## config.mk

```make
export PLATFORM = sky130hd
export DESIGN_NAME = peripheral_reset_controller
export DESIGN_NICKNAME = d
export VERILOG_FILES = /design/src/reset_ctrl_pkg.sv /design/src/reg_wr_if.sv /design/src/peripheral_reset_controller.sv /design/src/axil_reg_slave.sv
export SDC_FILE = /design/constraint.sdc
export NUM_CORES = 1
export LEC_CHECK = 0
export BUFFER_PORTS_ARGS = -buffer_cell sky130_fd_sc_hd__buf_2
export CAP_MARGIN = 40
export CORE_MARGIN = 3
export CORE_UTILIZATION = 40
export CTS_CLUSTER_DIAMETER = 100
export DETAILED_ROUTE_END_ITERATION = 10
export HOLD_SLACK_MARGIN = 0.15
export PLACE_DENSITY = 0.67
export SYNTH_ARGS = -nofsm -noshare
export SYNTH_HDL_FRONTEND = slang
export SYNTH_SLANG_ARGS = --single-unit
```

## constraint.sdc

```tcl
create_clock -name sys_clk -period 3.45 [get_ports sys_clk]
set_clock_uncertainty 0.05 [all_clocks]
set_input_delay 0.69 -clock sys_clk [delete_from_list [all_inputs] [get_ports sys_clk]]
set_output_delay 0.69 -clock sys_clk [all_outputs]
set_load 0.01 [all_outputs]
```

## src/reset_ctrl_pkg.sv

```systemverilog
// constants for the peripheral reset controller
// assumes a 32-bit axi4-lite register bus on sys_clk
package reset_ctrl_pkg;
    localparam int unsigned periph_count = 25;
    localparam logic [31:0] base_addr = 32'h4000c000;
    localparam logic [11:0] hold_offset = 12'h000;
    localparam logic [11:0] wd_select_offset = 12'h004;
    localparam logic [11:0] done_offset = 12'h008;
    localparam logic [24:0] hold_reset_value = 25'h1ffffff;
    localparam logic [24:0] wd_select_reset_value = 25'h0000000;
    localparam logic [24:0] done_reset_value = 25'h0000000;
    localparam int unsigned usbctrl_bit = 24;
    localparam int unsigned adc_bit = 0;
    localparam int unsigned programmable_io_one_bit = 11;
    localparam int unsigned programmable_io_zero_bit = 10;
    localparam int unsigned user_pad_control_bit = 8;
    localparam int unsigned user_pin_routing_bit = 5;
    localparam logic [1:0] resp_okay = 2'b00;
    localparam logic [1:0] resp_slverr = 2'b10;
endpackage : reset_ctrl_pkg

```

## src/reg_wr_if.sv

```systemverilog
// write and read path between the bus slave and the register core
// assumes both ends on sys_clk
`timescale 1ns/100ps
interface reg_wr_if;
    logic wr_en;
    logic [11:0] wr_addr;
    logic [31:0] wr_data;
    logic [3:0] wr_strb;
    logic [11:0] rd_addr;
    logic [31:0] rd_data;
    logic rd_hit;
    logic wr_hit;
    modport slave (output wr_en, wr_addr, wr_data, wr_strb, rd_addr, input rd_data, rd_hit, wr_hit);
    modport core (input wr_en, wr_addr, wr_data, wr_strb, rd_addr, output rd_data, rd_hit, wr_hit);
endinterface : reg_wr_if

```

## src/peripheral_reset_controller.sv

```systemverilog
// peripheral reset controller: hold, watchdog select and completion registers
// assumes peripherals and watchdog on sys_clk domain unless flagged; done inputs synchronised
//
// Register access over AXI4-Lite was decided locally.
`timescale 1ns/100ps
module peripheral_reset_controller
    import reset_ctrl_pkg::*;
#(
    parameter int unsigned n_periph = periph_count
) (
    // clock and reset
    input wire logic sys_clk,
    input wire logic rst_n,
    // power-on state machine and watchdog
    input wire logic por_reset,
    input wire logic watchdog_fire,
    // axi4-lite write address and data
    input wire logic [31:0] s_awaddr,
    input wire logic s_awvalid,
    output logic s_awready,
    input wire logic [31:0] s_wdata,
    input wire logic [3:0] s_wstrb,
    input wire logic s_wvalid,
    output logic s_wready,
    // axi4-lite write response
    output logic [1:0] s_bresp,
    output logic s_bvalid,
    input wire logic s_bready,
    // axi4-lite read address and data
    input wire logic [31:0] s_araddr,
    input wire logic s_arvalid,
    output logic s_arready,
    output logic [31:0] s_rdata,
    output logic [1:0] s_rresp,
    output logic s_rvalid,
    input wire logic s_rready,
    // peripheral resets and completions
    output logic [n_periph-1:0] periph_reset,
    input wire logic [n_periph-1:0] periph_done
);
    typedef struct packed {
        logic [n_periph-1:0] hold;
        logic [n_periph-1:0] wd_select;
        logic [n_periph-1:0] done_meta;
        logic [n_periph-1:0] done_sync;
        logic [n_periph-1:0] done;
        logic [n_periph-1:0] wd_pulse;
        logic [n_periph-1:0] reset_out;
    } core_s;

    core_s cur_ff;
    core_s nxt_cur;
    reg_wr_if regs ();

    logic ctl_rst_n;
    assign ctl_rst_n = rst_n && !por_reset;

    axil_reg_slave u_slave (
        .sys_clk(sys_clk),
        .rst_n(rst_n),
        .s_awaddr(s_awaddr),
        .s_awvalid(s_awvalid),
        .s_awready(s_awready),
        .s_wdata(s_wdata),
        .s_wstrb(s_wstrb),
        .s_wvalid(s_wvalid),
        .s_wready(s_wready),
        .s_bresp(s_bresp),
        .s_bvalid(s_bvalid),
        .s_bready(s_bready),
        .s_araddr(s_araddr),
        .s_arvalid(s_arvalid),
        .s_arready(s_arready),
        .s_rdata(s_rdata),
        .s_rresp(s_rresp),
        .s_rvalid(s_rvalid),
        .s_rready(s_rready),
        .regs(regs)
    );

    // merge a strobed write into the low peripheral bits
    function automatic logic [n_periph-1:0] merge(
        input logic [n_periph-1:0] old,
        input logic [31:0] data,
        input logic [3:0] strb
    );
        logic [31:0] mask;
        logic [31:0] wide;
        mask = {{8{strb[3]}}, {8{strb[2]}}, {8{strb[1]}}, {8{strb[0]}}};
        wide = 32'h00000000;
        wide[n_periph-1:0] = old;
        wide = (wide & ~mask) | (data & mask);
        return wide[n_periph-1:0];
    endfunction : merge

    function automatic logic [31:0] widen(input logic [n_periph-1:0] v);
        logic [31:0] w;
        w = 32'h00000000;
        w[n_periph-1:0] = v;
        return w;
    endfunction : widen

    // one-hot select of the three registers from a byte offset
    function automatic logic [2:0] reg_sel(input logic [11:0] offs);
        logic [2:0] sel;
        sel = 3'b000;
        unique case (offs)
            hold_offset: sel = 3'b001;
            wd_select_offset: sel = 3'b010;
            done_offset: sel = 3'b100;
            default: sel = 3'b000;
        endcase
        return sel;
    endfunction : reg_sel

    logic [2:0] rd_sel;
    logic [2:0] wr_sel;
    logic [n_periph-1:0] pulse_next;
    logic [n_periph-1:0] reset_next;
    logic [n_periph-1:0] done_next;

    assign rd_sel = reg_sel(regs.rd_addr);
    assign wr_sel = reg_sel(regs.wr_addr);

    always_comb begin
        regs.rd_hit = |rd_sel;
        regs.rd_data = 32'h00000000;
        if (rd_sel[0]) begin
            regs.rd_data = widen(cur_ff.hold);
        end
        if (rd_sel[1]) begin
            regs.rd_data = widen(cur_ff.wd_select);
        end
        if (rd_sel[2]) begin
            regs.rd_data = widen(cur_ff.done);
        end
    end

    assign regs.wr_hit = |wr_sel;

    // per-peripheral reset and completion paths
    for (genvar p = 0; p < n_periph; p++) begin : g_periph
        assign pulse_next[p] = watchdog_fire && cur_ff.wd_select[p];
        assign reset_next[p] = cur_ff.hold[p] || cur_ff.wd_pulse[p];
        // done only while released, so a fresh reset clears it
        assign done_next[p] = cur_ff.done_sync[p] && !cur_ff.reset_out[p];
    end : g_periph

    always_comb begin
        nxt_cur = cur_ff;
        nxt_cur.done_meta = periph_done;
        nxt_cur.done_sync = cur_ff.done_meta;
        if (regs.wr_en && wr_sel[0]) begin
            nxt_cur.hold = merge(cur_ff.hold, regs.wr_data, regs.wr_strb);
        end
        if (regs.wr_en && wr_sel[1]) begin
            nxt_cur.wd_select = merge(cur_ff.wd_select, regs.wr_data, regs.wr_strb);
        end
        nxt_cur.wd_pulse = pulse_next;
        nxt_cur.reset_out = reset_next;
        nxt_cur.done = done_next;
        if (!ctl_rst_n) begin
            nxt_cur.hold = hold_reset_value[n_periph-1:0];
            nxt_cur.wd_select = wd_select_reset_value[n_periph-1:0];
            nxt_cur.done = done_reset_value[n_periph-1:0];
            nxt_cur.done_meta = '0;
            nxt_cur.done_sync = '0;
            nxt_cur.wd_pulse = '0;
            nxt_cur.reset_out = hold_reset_value[n_periph-1:0];
        end
    end

    always_ff @(posedge sys_clk) begin
        cur_ff <= nxt_cur;
    end

    assign periph_reset = cur_ff.reset_out;
endmodule : peripheral_reset_controller

```

## src/axil_reg_slave.sv

```systemverilog
// axi4-lite slave front end for the reset controller
// assumes one outstanding write and one outstanding read
`timescale 1ns/100ps
module axil_reg_slave
    import reset_ctrl_pkg::*;
(
    // clock and reset
    input wire logic sys_clk,
    input wire logic rst_n,
    // write address and data
    input wire logic [31:0] s_awaddr,
    input wire logic s_awvalid,
    output logic s_awready,
    input wire logic [31:0] s_wdata,
    input wire logic [3:0] s_wstrb,
    input wire logic s_wvalid,
    output logic s_wready,
    // write response
    output logic [1:0] s_bresp,
    output logic s_bvalid,
    input wire logic s_bready,
    // read address
    input wire logic [31:0] s_araddr,
    input wire logic s_arvalid,
    output logic s_arready,
    // read data
    output logic [31:0] s_rdata,
    output logic [1:0] s_rresp,
    output logic s_rvalid,
    input wire logic s_rready,
    // register core side
    reg_wr_if.slave regs
);
    typedef struct packed {
        logic aw_have;
        logic [11:0] aw_addr;
        logic aw_bad;
        logic w_have;
        logic [31:0] w_data;
        logic [3:0] w_strb;
        logic bvalid;
        logic [1:0] bresp;
        logic rvalid;
        logic [31:0] rdata;
        logic [1:0] rresp;
        logic awready;
        logic wready;
        logic arready;
    } slave_s;

    slave_s cur_ff;
    slave_s nxt_cur;

    function automatic logic out_of_block(input logic [31:0] a);
        return (a[31:12] != base_addr[31:12]) || (a[1:0] != 2'b00);
    endfunction : out_of_block

    logic do_write;
    assign do_write = cur_ff.aw_have && cur_ff.w_have && !cur_ff.bvalid;
    assign regs.wr_en = do_write && !cur_ff.aw_bad;
    assign regs.wr_addr = cur_ff.aw_addr;
    assign regs.wr_data = cur_ff.w_data;
    assign regs.wr_strb = cur_ff.w_strb;
    assign regs.rd_addr = s_araddr[11:0];

    assign s_awready = cur_ff.awready;
    assign s_wready = cur_ff.wready;
    assign s_arready = cur_ff.arready;
    assign s_bvalid = cur_ff.bvalid;
    assign s_bresp = cur_ff.bresp;
    assign s_rvalid = cur_ff.rvalid;
    assign s_rdata = cur_ff.rdata;
    assign s_rresp = cur_ff.rresp;

    always_comb begin
        nxt_cur = cur_ff;
        if (s_awvalid && !cur_ff.aw_have) begin
            nxt_cur.aw_have = 1'b1;
            nxt_cur.aw_addr = s_awaddr[11:0];
            nxt_cur.aw_bad = out_of_block(s_awaddr);
        end
        if (s_wvalid && !cur_ff.w_have) begin
            nxt_cur.w_have = 1'b1;
            nxt_cur.w_data = s_wdata;
            nxt_cur.w_strb = s_wstrb;
        end
        if (do_write) begin
            nxt_cur.aw_have = 1'b0;
            nxt_cur.w_have = 1'b0;
            nxt_cur.bvalid = 1'b1;
            nxt_cur.bresp = (!cur_ff.aw_bad && regs.wr_hit) ? resp_okay : resp_slverr;
        end
        if (cur_ff.bvalid && s_bready) begin
            nxt_cur.bvalid = 1'b0;
        end
        if (cur_ff.rvalid && s_rready) begin
            nxt_cur.rvalid = 1'b0;
        end
        if (s_arvalid && !cur_ff.rvalid) begin
            nxt_cur.rvalid = 1'b1;
            if (!out_of_block(s_araddr) && regs.rd_hit) begin
                nxt_cur.rdata = regs.rd_data;
                nxt_cur.rresp = resp_okay;
            end else begin
                nxt_cur.rdata = 32'h00000000;
                nxt_cur.rresp = resp_slverr;
            end
        end
        if (!rst_n) begin
            nxt_cur = '0;
        end
        // ready kept as flops so the bus pins come straight from registers
        nxt_cur.awready = !nxt_cur.aw_have;
        nxt_cur.wready = !nxt_cur.w_have;
        nxt_cur.arready = !nxt_cur.rvalid;
    end

    always_ff @(posedge sys_clk) begin
        cur_ff <= nxt_cur;
    end
endmodule : axil_reg_slave

```

Word-level counts from Yosys, hierarchy flattened --
Index checks and enable logic that the tools add are counted.
Cells by class: eq/ne operators 6, multiply operators 0, add/subtract/negate cells 0, multiplexer cells 16, bitwise logic cells 7, reductions and logical operators 132, divide/modulo/power cells 0, shift-type cells 0, order comparisons 0
Operators by type and width (number):
- $mux 92 | 1
- $and 25x25->25 | 3
- $mux 32 | 2
- $logic_and 1x1->1 | 63
- $or 25x25->25 | 2
- $ne 20x19->1 const B | 2
- $mux 37 | 1
- $logic_not 1->1 | 35
- $mux 35 | 1
- $mux 34 | 1
- $logic_or 1x1->1 | 27
- $mux 25 | 1
- $not 25->25 | 1
- $eq 12x3->1 const B | 2
- $eq 12x4->1 const B | 2
- $logic_not 12->1 | 2
- $pmux 3 s3 | 2
- $mux 14 | 1
- $reduce_or 3->1 | 2
- $mux 1 | 4
- $reduce_bool 2->1 | 2
- $mux 3 | 1
- $mux 2 | 1
- $reduce_or 2->1 | 1
- $not 1->1 | 1
Word-level totals: RAM bits 0, bits in registers 267, bits in read-only memories 0, word-level logic and storage cells 182, memories kept 0, bits in latches 0

Depth between registers and ports, before layout --
Gate-level depths: netlist (run 1).
depth in word-level cells 9, gate-level depth with buffers 7

Cells and area by module --
Synthesis (run 1) repeated with hierarchy kept, for this count alone.
Unflattened totals: cell total of the unflattened synthesis 1124, area, all modules 10880.4 sq um
By module, submodules not included:
- peripheral_reset_controller | area each 6412.4 sq um, cells each 620, times used 1
- axil_reg_slave | area each 4468.0 sq um, cells each 504, times used 1

Worst setup path after synthesis (run 1) --
Ideal clock, no wire load.
path kind input-to-reg, from in s_araddr[11], to reg u_slave.cur_ff (netlist bit u_slave.s_rdata[10]), buffers on the path 1, arrival 1762 ps, cell stages on the path 5, path slack 1579 ps, setup time 59 ps, path through nor4b_1 > nand4_1 > nor3_4 > buf_4 > a22o_1
On the way: cells in the longest elaborated chain, start to end 6
Ends and longest elaborated chain:
- start: declaration | RTL line peripheral_reset_controller.sv:30 | input wire logic [31:0] s_araddr,
- $eq 12x4->1, or another cell as far along | RTL line peripheral_reset_controller.sv:107 | unique case (offs)
- $pmux 3 s3 * | RTL line peripheral_reset_controller.sv:107
- $mux 25 | RTL line peripheral_reset_controller.sv:128 | if (rd_sel[0]) begin
- $mux 32 | RTL line peripheral_reset_controller.sv:131 | if (rd_sel[1]) begin
- $mux 32 | RTL line peripheral_reset_controller.sv:134 | if (rd_sel[2]) begin
- $mux 34 * | RTL line axil_reg_slave.sv:101 | if (!out_of_block(s_araddr) && regs.rd_hit) begin
- end signal: assignment | RTL line axil_reg_slave.sv:119 | cur_ff <= nxt_cur;
- end: declaration | RTL line axil_reg_slave.sv:51 | slave_s cur_ff;
Mark *: on every way between the ends. The rest lies on a longest branch, timed or not. A chain may end at the register's enable or synchronous reset.

==> results.json, run 1 <==
{
  "period_minus_slack_ps": 1980,
  "finalNonFillerCells": 1352,
  "synth_top_family_by_area": "simple AND/OR/NAND/NOR gates",
  "grt_pass1_wl_mm": 34.3,
  "synthAdderAreaFrac": 0,
  "power_frac_comb": 0.055,
  "postLayoutCellArea_um2": 10900,
  "dr.first_iter.drc_count": 383,
  "synthSimpleGateAreaFrac": 0.221,
  "syn_area_per_cell_um2": 9.80,
  "slowest_delay_ps": 440,
  "cts_tree": "yes",
  "die_x_um": 158,
  "switching_share": 0.219,
  "remaining_drc_errors": 0,
  "final_cell_mix": "250 x dfxtp_1, 183 x buf_2, 111 x nand2_1, 51 x o21ai_0, 50 x and2_1",
  "crit_family": "simple AND/OR/NAND/NOR gates",
  "fmax_mhz": 505,
  "cts.path.max_buffers": 3,
  "p_int_mw": 4.82,
  "port_buffers": 183,
  "path_class": "reg -> reg",
  "antenna_found_initial": 7,
  "clkTransAtPathRegs_ps": 60,
  "clk_latency_ps": 520,
  "synth-xor-area-share": 0,
  "startpoint_type": "register",
  "cp.arrival_ps": 2370,
  "fin_util": 0.479,
  "critPathMaxFanout": 50,
  "die_h_um": 158,
  "dp.cells": 1303,
  "cts_hold_buf": 0,
  "slew_violations": 0,
  "netlist_instances": 948,
  "fin_crit_sh": 0.574,
  "sequentialPowerShare": 0.485,
  "grt_max_degree": 101,
  "syn2layout_area_growth_pct": 17.1,
  "gp_congestion": 0.733,
  "avgViaCountPerCell": 4.96,
  "place_ws_ps": 1220,
  "status": "complete, no violations",
  "hold_ws_ps": 318,
  "synth.area.top_cells": "dfxtp_1 54%, buf_4 5.3%, nand2_1 4.5%",
  "die_area_um2": 25100,
  "synth.distinct_cells": 38,
  "muxShareOfSynthArea": 0.0269,
  "place_area_um2": 9990,
  "ys_seq_elements": 251,
  "mostFrequentLayoutCell": "dfxtp_1",
  "hpwl_mm": 14.3,
  "vias": 6707,
  "rsz0062_at_grt": "no",
  "switching_power_mw": 1.36,
  "htree_levels": 1,
  "slowest_stage": "nor4_2",
  "cts_setup_buffers": 0,
  "syn-cell-area_um2": 9290,
  "setup_ws_ps": 1470,
  "setup_viol": 0,
  "min_path_type": "in -> reg",
  "ys_warn_count": 0,
  "maxCapViolCount": 0,
  "finalNetCount": 1180,
  "crit_path_cell_trace": "nor4_2 -> and4_1 -> buf_4 -> nand4_1 -> a21oi_1",
  "pwr-share-clk": 0.461,
  "wl_per_cell_um": 16.0,
  "p_per_area_nw_per_um2": 568,
  "ant_nets": 0,
  "drive_above_1_share": 0.238,
  "tightestPinTransition_ps": 711,
  "grt_usage": 0.168,
  "synth-compound-area-share": 0.123,
  "path_buf_inv": 1,
  "drt_pre_antenna_iters": 5,
  "rows": 55,
  "ys_seq_area_frac": 0.541,
  "relSlewSlack": 0.526,
  "overflow": 0,
  "p_leak_nw": 4.35,
  "start_util": 0.409,
  "critPathCaptureType": "register",
  "tns_ps": 0,
  "grt_pass1_vias": 6346,
  "cts_buffers": 26,
  "coreArea_um2": 22700,
  "ctsResizeCount": 0,
  "hold_viol_final": 0,
  "total_power_mw": 6.18,
  "synth_top_area_share": 0.541,
  "totalWireLength_mm": 21.6,
  "fillers": 2151,
  "io_pins": 200,
  "peakVddDrop_mv": 0.332,
  "yosysTopAreaCell": "dfxtp_1",
  "clkSinkCount": 251,
  "cp.required_ps": 3840,
  "root_buffer": "clkbuf_16"
}
-- final timing paths --
check,start,end,slack (ps),cells past startpoint
worst max-delay path,u_slave.regs.wr_addr[7],register,1470,5
worst min-delay path,periph_done[6],cur_ff[106],320,2
worst max register to register,u_slave.regs.wr_addr[7],register,1470,5
worst min register to register,cur_ff[43],periph_reset[18],350,1
-- power groups by stage --
stage,logic [mW],registers (mW),clock network (mW)
2_1_floorplan,0.212,3.04,0
3_3_place_gp,0.333,3.05,0
3_5_place_dp,0.341,3.06,0
4_1_cts,0.342,2.99,2.91
5_1_grt,0.379,3.00,3.06
6_report,0.338,2.99,2.85
-- cell type report --
cell class / instances / area, um^2 / share of cell area
diodes: 1 / 2.50 / 0.000230
multi-input cells: 562 / 3490 / 0.321
repair buffers: 198 / 1090 / 0.100
clock inverters: 8 / 92.6 / 0.00851
clock buffers: 40 / 795 / 0.0730
flip-flops and latches: 251 / 5030 / 0.462
well taps: 285 / 357 / 0.0328
inverters: 7 / 26.3 / 0.00241
-- worst reg2reg max path: cells and delay by family, from the launching register on --
family / cells / cell delay (ps)
AOI/OAI and AO/OA: 1 / 210
buffers and inverters: 1 / 440
DFF: 1 / 330
and+or+nand+nor: 3 / 880
-- cells in the mapped netlist, drive strengths merged --
| master | count |
|---|---|
| a21boi | 42 |
| a21oi | 26 |
| a22o | 25 |
| a41oi | 2 |
| and2 | 50 |
| and3 | 25 |
| and4 | 1 |
| and4bb | 1 |
| buf | 79 |
| clkbuf | 57 |
| conb | 1 |
| dfxtp | 251 |
| inv | 7 |
| mux2i | 25 |
| nand2 | 111 |
| nand2b | 4 |
| nand3 | 26 |
| nand3b | 1 |
| nand4 | 30 |
| nand4b | 26 |
| nor2 | 4 |
| nor2b | 7 |
| nor3 | 2 |
| nor3b | 25 |
| nor4 | 9 |
| nor4b | 6 |
| o211ai | 1 |
| o21ai | 51 |
| o221a | 1 |
| o31ai | 25 |
| or2 | 2 |
| or3 | 25 |
-- metal layers --
metal  global-route usage  share of wire  vias to the layer above
met4               0.0389          0.017                       14
met5                    0         0.0031                        -
met1                0.252           0.50                     3015
met3               0.0462          0.076                       47
met2                0.239           0.40                      190
li1                     -              -                     3441
-- cells by family (layout without fill, tap and decap cells) --
kind of cell,after synthesis,after routing
compound gates,173,173
mux,25,25
flops,251,251
other cells,1,10
buf+inv,143,253
simple gates,355,355
(Power assumes the default switching activity.)
==> inputs of run 2 (changes only) <==
--- a/config.mk
+++ b/config.mk
@@ -5,6 +5,7 @@
 export SDC_FILE = /design/constraint.sdc
 export NUM_CORES = 1
 export LEC_CHECK = 0
+export ABC_AREA = 1
 export BUFFER_PORTS_ARGS = -buffer_cell sky130_fd_sc_hd__buf_2
 export CAP_MARGIN = 40
 export CORE_MARGIN = 3
@@ -12,7 +13,7 @@
 export CTS_CLUSTER_DIAMETER = 100
 export DETAILED_ROUTE_END_ITERATION = 10
 export HOLD_SLACK_MARGIN = 0.15
-export PLACE_DENSITY = 0.67
+export PLACE_DENSITY = 0.69
 export SYNTH_ARGS = -nofsm -noshare
 export SYNTH_HDL_FRONTEND = slang
 export SYNTH_SLANG_ARGS = --single-unit
==> constraint.sdc (replaced) <==
create_clock -name sys_clk -period 1.7 [get_ports sys_clk]
set_clock_uncertainty 0.05 [all_clocks]
set_input_delay 0.34 -clock sys_clk [delete_from_list [all_inputs] [get_ports sys_clk]]
set_output_delay 0.34 -clock sys_clk [all_outputs]
set_load 0.01 [all_outputs]
==> run 2 against run 1 <==
  * Via count increased by 20%
  * First-iteration DRC count increased by 17%
  * Register-to-register slack got worse by 1500 ps
  * Utilization increased by 4.7 points
  * Maximum frequency increased by 17%
  * Highest routed layer is now met4
  * Count of clock-buffer cells in the layout decreased by 4
  * Combinational power increased by 140%
  * Area after synthesis increased by 0.43%
  * Routed wire length increased by 7.6%
  * Worst hold slack got worse by 120 ps
  * Critical path type unchanged
  * Final cell count increased by 26%
  * Largest power group unchanged
==> results.json, run 2 <==
{
  "status": "complete, no violations",
  "synth_common_cells": "251 x dfxtp_1, 208 x nor2_1, 142 x nand2_1",
  "cts_tree": "yes",
  "avgViaCountPerCell": 4.73,
  "finalNetCount": 1506,
  "critPathCaptureType": "register",
  "io_pins": 200,
  "rrSetupSlack_ps": 20,
  "critPathMaxFanout": 16,
  "grt_max_degree": 63,
  "period_minus_slack_ps": 1680,
  "slowest_stage": "dfxtp_1",
  "synth.distinct_cells": 29,
  "drive_above_1_share": 0.207,
  "die_h_um": 159,
  "dp.cells": 1575,
  "totalWireLength_mm": 23.2,
  "final_cell_mix": "251 x dfxtp_1, 205 x nor2_1, 183 x buf_2, 142 x nand2_1, 129 x nand3_1",
  "ys_seq_elements": 251,
  "wl_met1_mm": 9.60,
  "wl_per_cell_um": 13.6,
  "ys_warn_count": 0,
  "slowest_delay_ps": 340,
  "switching_power_mw": 2.73,
  "synth_edf_count": 0,
  "coreArea_um2": 22800,
  "hold_viol_final": 0,
  "sequentialPowerShare": 0.487,
  "total_power_mw": 12.5,
  "gp_congestion": 0.788,
  "dr.first_iter.drc_count": 449,
  "hpwl_mm": 15.5,
  "min_path_cells": 4,
  "clkSinkCount": 251,
  "root_buffer": "clkbuf_16",
  "min-delay-start": "rst_n",
  "overflow": 0,
  "fmax_mhz": 594,
  "grt_pass1_wl_mm": 37.4,
  "cts_buffers": 27,
  "yosysTopAreaCell": "dfxtp_1",
  "startpoint_type": "register",
  "synth.area.top_cells": "dfxtp_1 54%, nor2_1 8.4%, nand3_1 6.9%",
  "fin_util": 0.526,
  "async_reset_ff_frac": 0,
  "grt_usage": 0.177,
  "port_buffers": 183,
  "syn2layout_area_growth_pct": 28.4,
  "p_leak_nw": 5.19,
  "hold_ws_ps": 203,
  "rsz0062_at_grt": "yes",
  "start_util": 0.410,
  "reg2reg_from": "u_slave.regs.wr_addr[0]",
  "die_area_um2": 25200,
  "ys.flop_type": "dfxtp_1",
  "clkTransAtPathRegs_ps": 60,
  "power_frac_comb": 0.066,
  "die_x_um": 159,
  "switching_share": 0.218,
  "cp.required_ps": 2040,
  "pwr-share-clk": 0.447,
  "remaining_drc_errors": 0,
  "rows": 55,
  "ant_nets": 0,
  "slew_violations": 0,
  "reg2reg_depth": 6,
  "synth_top_area_share": 0.539,
  "crit_path_cell_trace": "nor2_2 -> nand3_1 -> nor2_4 -> nand3_2 -> o21ai_1 -> a21oi_1",
  "finalNonFillerCells": 1702,
  "yosysMostFrequentCell": "dfxtp_1",
  "netlist_instances": 1163,
  "met2_length_mm": 11.6,
  "top_layer_used": "met4",
  "peakVddDrop_mv": 0.726,
  "p_per_area_nw_per_um2": 1050,
  "path_class": "reg -> reg",
  "drt_pre_antenna_iters": 4,
  "syn-cell-area_um2": 9330,
  "syn_area_per_cell_um2": 8.02,
  "p_int_mw": 9.82,
  "min_path_type": "in -> reg",
  "clk_latency_ps": 520,
  "ys_seq_area_frac": 0.539,
  "maxCapViolCount": 0,
  "antenna_found_initial": 2,
  "cp.arrival_ps": 2020,
  "mostFrequentLayoutCell": "dfxtp_1",
  "wl_met3_mm": 1.30,
  "vias": 8048,
  "setup_viol": 0,
  "grt_pass1_vias": 7491,
  "cts.path.max_buffers": 3,
  "fin_crit_sh": 0.991,
  "htree_levels": 1
}
[run 2: cell types whose count changed in the layout (fill, tap and decap cells not counted), sizes merged, moves of 26 or more]
cell / change
a21oi: +30
nor2: +215
nand2: +37
nand4b: -26
nand4: -28
dlygate4sd3: +80
a21boi: -42
nand3: +107
inv: +99
and2: -50
[run 2: critical path: cells and delay by family (launching register included)]
| kind | cells | cell delay, ps |
|---|---|---|
| compound gates | 2 | 370 |
| flops | 1 | 340 |
| simple gates | 4 | 790 |
[run 2: worst max-delay path by stage]
stage,startpoint,slack [ps],endpoint
floorplan,s_araddr[11],300,u_slave.s_rdata[23]
global placement,s_araddr[9],60,u_slave.s_rdata[8]
detailed placement,s_araddr[9],40,u_slave.s_rdata[5]
CTS,u_slave.regs.wr_addr[0],40,register
global route,u_slave.cur_ff[77],-120,register
finish,u_slave.regs.wr_addr[0],20,register
[run 2: cells by family (layout without fill, tap and decap cells)]
family / Yosys count / after routing / share of synthesized area
buf+inv: 226 / 442 / 0.122
compound gates: 127 / 127 / 0.0688
flops: 251 / 251 / 0.539
other cells: 1 / 11 / 0.000402
simple gates: 558 / 558 / 0.270
[run 2: cell type report]
cell class | instances | area (um^2)
fillers | 2110 | 10800
flip-flops and latches | 251 | 5020
multi-input cells | 694 | 3240
repair buffers | 291 | 2060
clock buffers | 36 | 759
inverters | 107 | 409
well taps | 313 | 392
clock inverters | 8 | 101
diodes | 2 | 5.00
[run 2: through the flow]
stage,area (um^2),worst slack (ps),setup TNS (ps)
6_report,12000,15.7,0
5_1_grt,12000,-125,-1810
4_1_cts,11900,38.2,0
3_5_place_dp,10300,43.6,0
3_3_place_gp,10300,60.5,0
2_1_floorplan,9360,296,0
[run 2: metal layers]
| metal | vias to the layer above | global-route usage |
|---|---|---|
| met5 | - | 0 |
| met4 | 0 | 0.0557 |
| met3 | 53 | 0.0321 |
| met2 | 241 | 0.313 |
| met1 | 3743 | 0.220 |
| li1 | 4011 | - |
[run 2: repair_timing]
action                     4_1_cts  5_1_grt
hold buffers                    80        0
hold endpoints to repair        80        0
buffers inserted                 0        1
setup endpoints to repair        0       29
resized for setup                0       12
[run 2: power by group through the flow]
| stage | clock [mW] | sequential (mW) | combinational (mW) |
|---|---|---|---|
| finish | 5.61 | 6.11 | 0.827 |
| global route | 5.99 | 6.12 | 0.923 |
| CTS | 5.74 | 6.10 | 0.815 |
| detailed placement | 0 | 6.23 | 0.664 |
| global placement | 0 | 6.23 | 0.653 |
| floorplan | 0 | 6.21 | 0.389 |
==> inputs of run 3 (changes only) <==
--- a/config.mk
+++ b/config.mk
@@ -5,7 +5,6 @@
 export SDC_FILE = /design/constraint.sdc
 export NUM_CORES = 1
 export LEC_CHECK = 0
-export ABC_AREA = 1
 export BUFFER_PORTS_ARGS = -buffer_cell sky130_fd_sc_hd__buf_2
 export CAP_MARGIN = 40
 export CORE_MARGIN = 3
==> run 3 against run 2 <==
  * Flip-flop and latch count is the same
  * Final cell count shrank 15%
  * Total power grew 2.7%
  * Design area is essentially flat
  * First-iteration DRC count grew 6.2%
  * Critical path depth shrank 1
  * Largest cell class unchanged
==> results.json, run 3 (synthesis gave the netlist of run 1 again) <==
{
  "reg2reg_from": "u_slave.regs.wr_addr[1]",
  "switching_power_mw": 2.85,
  "switching_share": 0.221,
  "multiInputGateArea_um2": 3540,
  "rsz0062_at_grt": "yes",
  "port_buffers": 183,
  "die_h_um": 158,
  "tightestPinTransition_ps": 515,
  "tns_ps": 0,
  "met2_length_mm": 9.76,
  "p_leak_nw": 4.83,
  "ff_latch_area_um2": 5030,
  "critPathCaptureType": "register",
  "min-delay-start": "s_awaddr[22]",
  "avgViaCountPerCell": 4.95,
  "htree_levels": 1,
  "cp.required_ps": 2110,
  "power_frac_comb": 0.071,
  "ant_nets": 0,
  "min_path_cells": 4,
  "wl_met3_mm": 1.51,
  "rrSetupSlack_ps": 50,
  "reg2reg_depth": 5,
  "dp.cells": 1321,
  "mostFrequentLayoutCell": "dfxtp_1",
  "maxCapViolCount": 0,
  "slew_violations": 0,
  "clkSinkCount": 251,
  "setup_viol": 0,
  "place_area_um2": 10200,
  "root_buffer": "clkbuf_16",
  "antenna_found_initial": 0,
  "final_cell_mix": "250 x dfxtp_1, 183 x buf_2, 111 x nand2_1, 79 x dlygate4sd3_1, 51 x o21ai_0",
  "hpwl_mm": 15.4,
  "wl_per_cell_um": 15.8,
  "total_power_mw": 12.9,
  "status": "complete, no violations",
  "period_minus_slack_ps": 1650,
  "grt_usage": 0.173,
  "p_per_area_nw_per_um2": 1070,
  "p_int_mw": 10.0,
  "hold_end": "u_slave.cur_ff[78]",
  "top_layer_used": "met4",
  "grt_max_degree": 78,
  "cp.arrival_ps": 2060,
  "coreArea_um2": 22700,
  "drive_above_1_share": 0.243,
  "rows": 55,
  "min_path_type": "in -> reg",
  "die_x_um": 158,
  "cts.path.max_buffers": 3,
  "drt_pre_antenna_iters": 5,
  "finalNetCount": 1279,
  "dr.first_iter.drc_count": 477,
  "pwr-share-clk": 0.458,
  "fin_crit_sh": 0.972,
  "grt_pass1_wl_mm": 35.5,
  "fillers": 2017,
  "postLayoutCellArea_um2": 12000,
  "gp_congestion": 0.808,
  "clkTransAtPathRegs_ps": 60,
  "critPathMaxFanout": 25,
  "syn2layout_area_growth_pct": 29.1,
  "remaining_drc_errors": 0,
  "wl_met1_mm": 11.1,
  "fmax_mhz": 605,
  "die_area_um2": 25100,
  "sequentialPowerShare": 0.471,
  "startpoint_type": "register",
  "clk_latency_ps": 520,
  "antenna_cells": 0,
  "path_class": "reg -> reg",
  "cts_buffers": 26,
  "relSlewSlack": 0.656,
  "cts_setup_buffers": 0,
  "start_util": 0.409,
  "grt_pass1_vias": 6664,
  "io_pins": 200,
  "cts_tree": "yes",
  "peakVddDrop_mv": 0.727,
  "finalNonFillerCells": 1449,
  "totalWireLength_mm": 22.9,
  "overflow": 0,
  "hold_viol_final": 0,
  "vias": 7169
}
[run 3: cell types whose count changed in the layout (fill, tap and decap cells not counted), moves of 27 or more]
cell | before | now
nand3_1 | 129 | 26
nand2_1 | 142 | 111
a21oi_1 | 56 | 26
inv_1 | 97 | 7
a21boi_0 | 0 | 42
nand4_1 | 2 | 29
and2_1 | 0 | 50
nor2_1 | 205 | 4
[run 3: worst max-delay path, cell delays in order (launching register included)]
cell       delay [ps]
dfxtp_1           330
nor4_4            380
and4_4            360
clkbuf_16         220
nand4_1           110
a21oi_1           140
[run 3: cell type report]
class                      instances  share of cell area
inverter                           7             0.00219
tap                              285              0.0297
clock inverter                    12              0.0129
sequential                       251               0.419
multi-input combinational        562               0.295
clock buffer                      35              0.0630
timing repair buffer             297               0.178
[run 3: timing repair]
item                                    4_1_cts  5_1_grt
hold endpoints to repair                     76        0
hold buffers                                 80        0
endpoints found under the setup margin       25       37
pin swaps                                     0        1
gates cloned                                  0        2
gates resized for setup                       1        8
[run 3: worst max-delay path by stage]
stage | start | to | slack [ps] | depth (start not counted)
2_1_floorplan | u_slave.regs.wr_addr[7] | register | 140 | 5
3_3_place_gp | s_araddr[13] | u_slave.s_rdata[7] | -20 | 6
3_5_place_dp | s_araddr[13] | u_slave.s_rdata[6] | -50 | 6
4_1_cts | u_slave.cur_ff[78] | register | 40 | 5
5_1_grt | u_slave.regs.wr_addr[1] | register | -30 | 5
6_report | u_slave.regs.wr_addr[1] | register | 50 | 5
[run 3: stage by stage]
step,utilization,hold WS [ps],setup WS [ps]
6_report,0.528,147,46.9
5_1_grt,0.528,171,-30.0
4_1_cts,0.525,157,41.0
3_5_place_dp,0.449,347,-46.7
3_3_place_gp,0.448,344,-23.6
2_1_floorplan,-,340,145
[run 3: power by group through the flow]
stage / Combinational [mW] / Sequential [mW] / Clock (mW)
floorplan: 0.430 / 6.17 / 0
global placement: 0.747 / 6.18 / 0
detailed placement: 0.760 / 6.19 / 0
CTS: 0.909 / 6.06 / 6.02
global route: 1.01 / 6.07 / 6.27
finish: 0.920 / 6.06 / 5.90
[run 3: layer usage]
layer,vias up,track usage
li1,3646,-
met1,3234,0.254
met2,254,0.259
met3,35,0.0326
met4,0,0.0516
met5,-,0
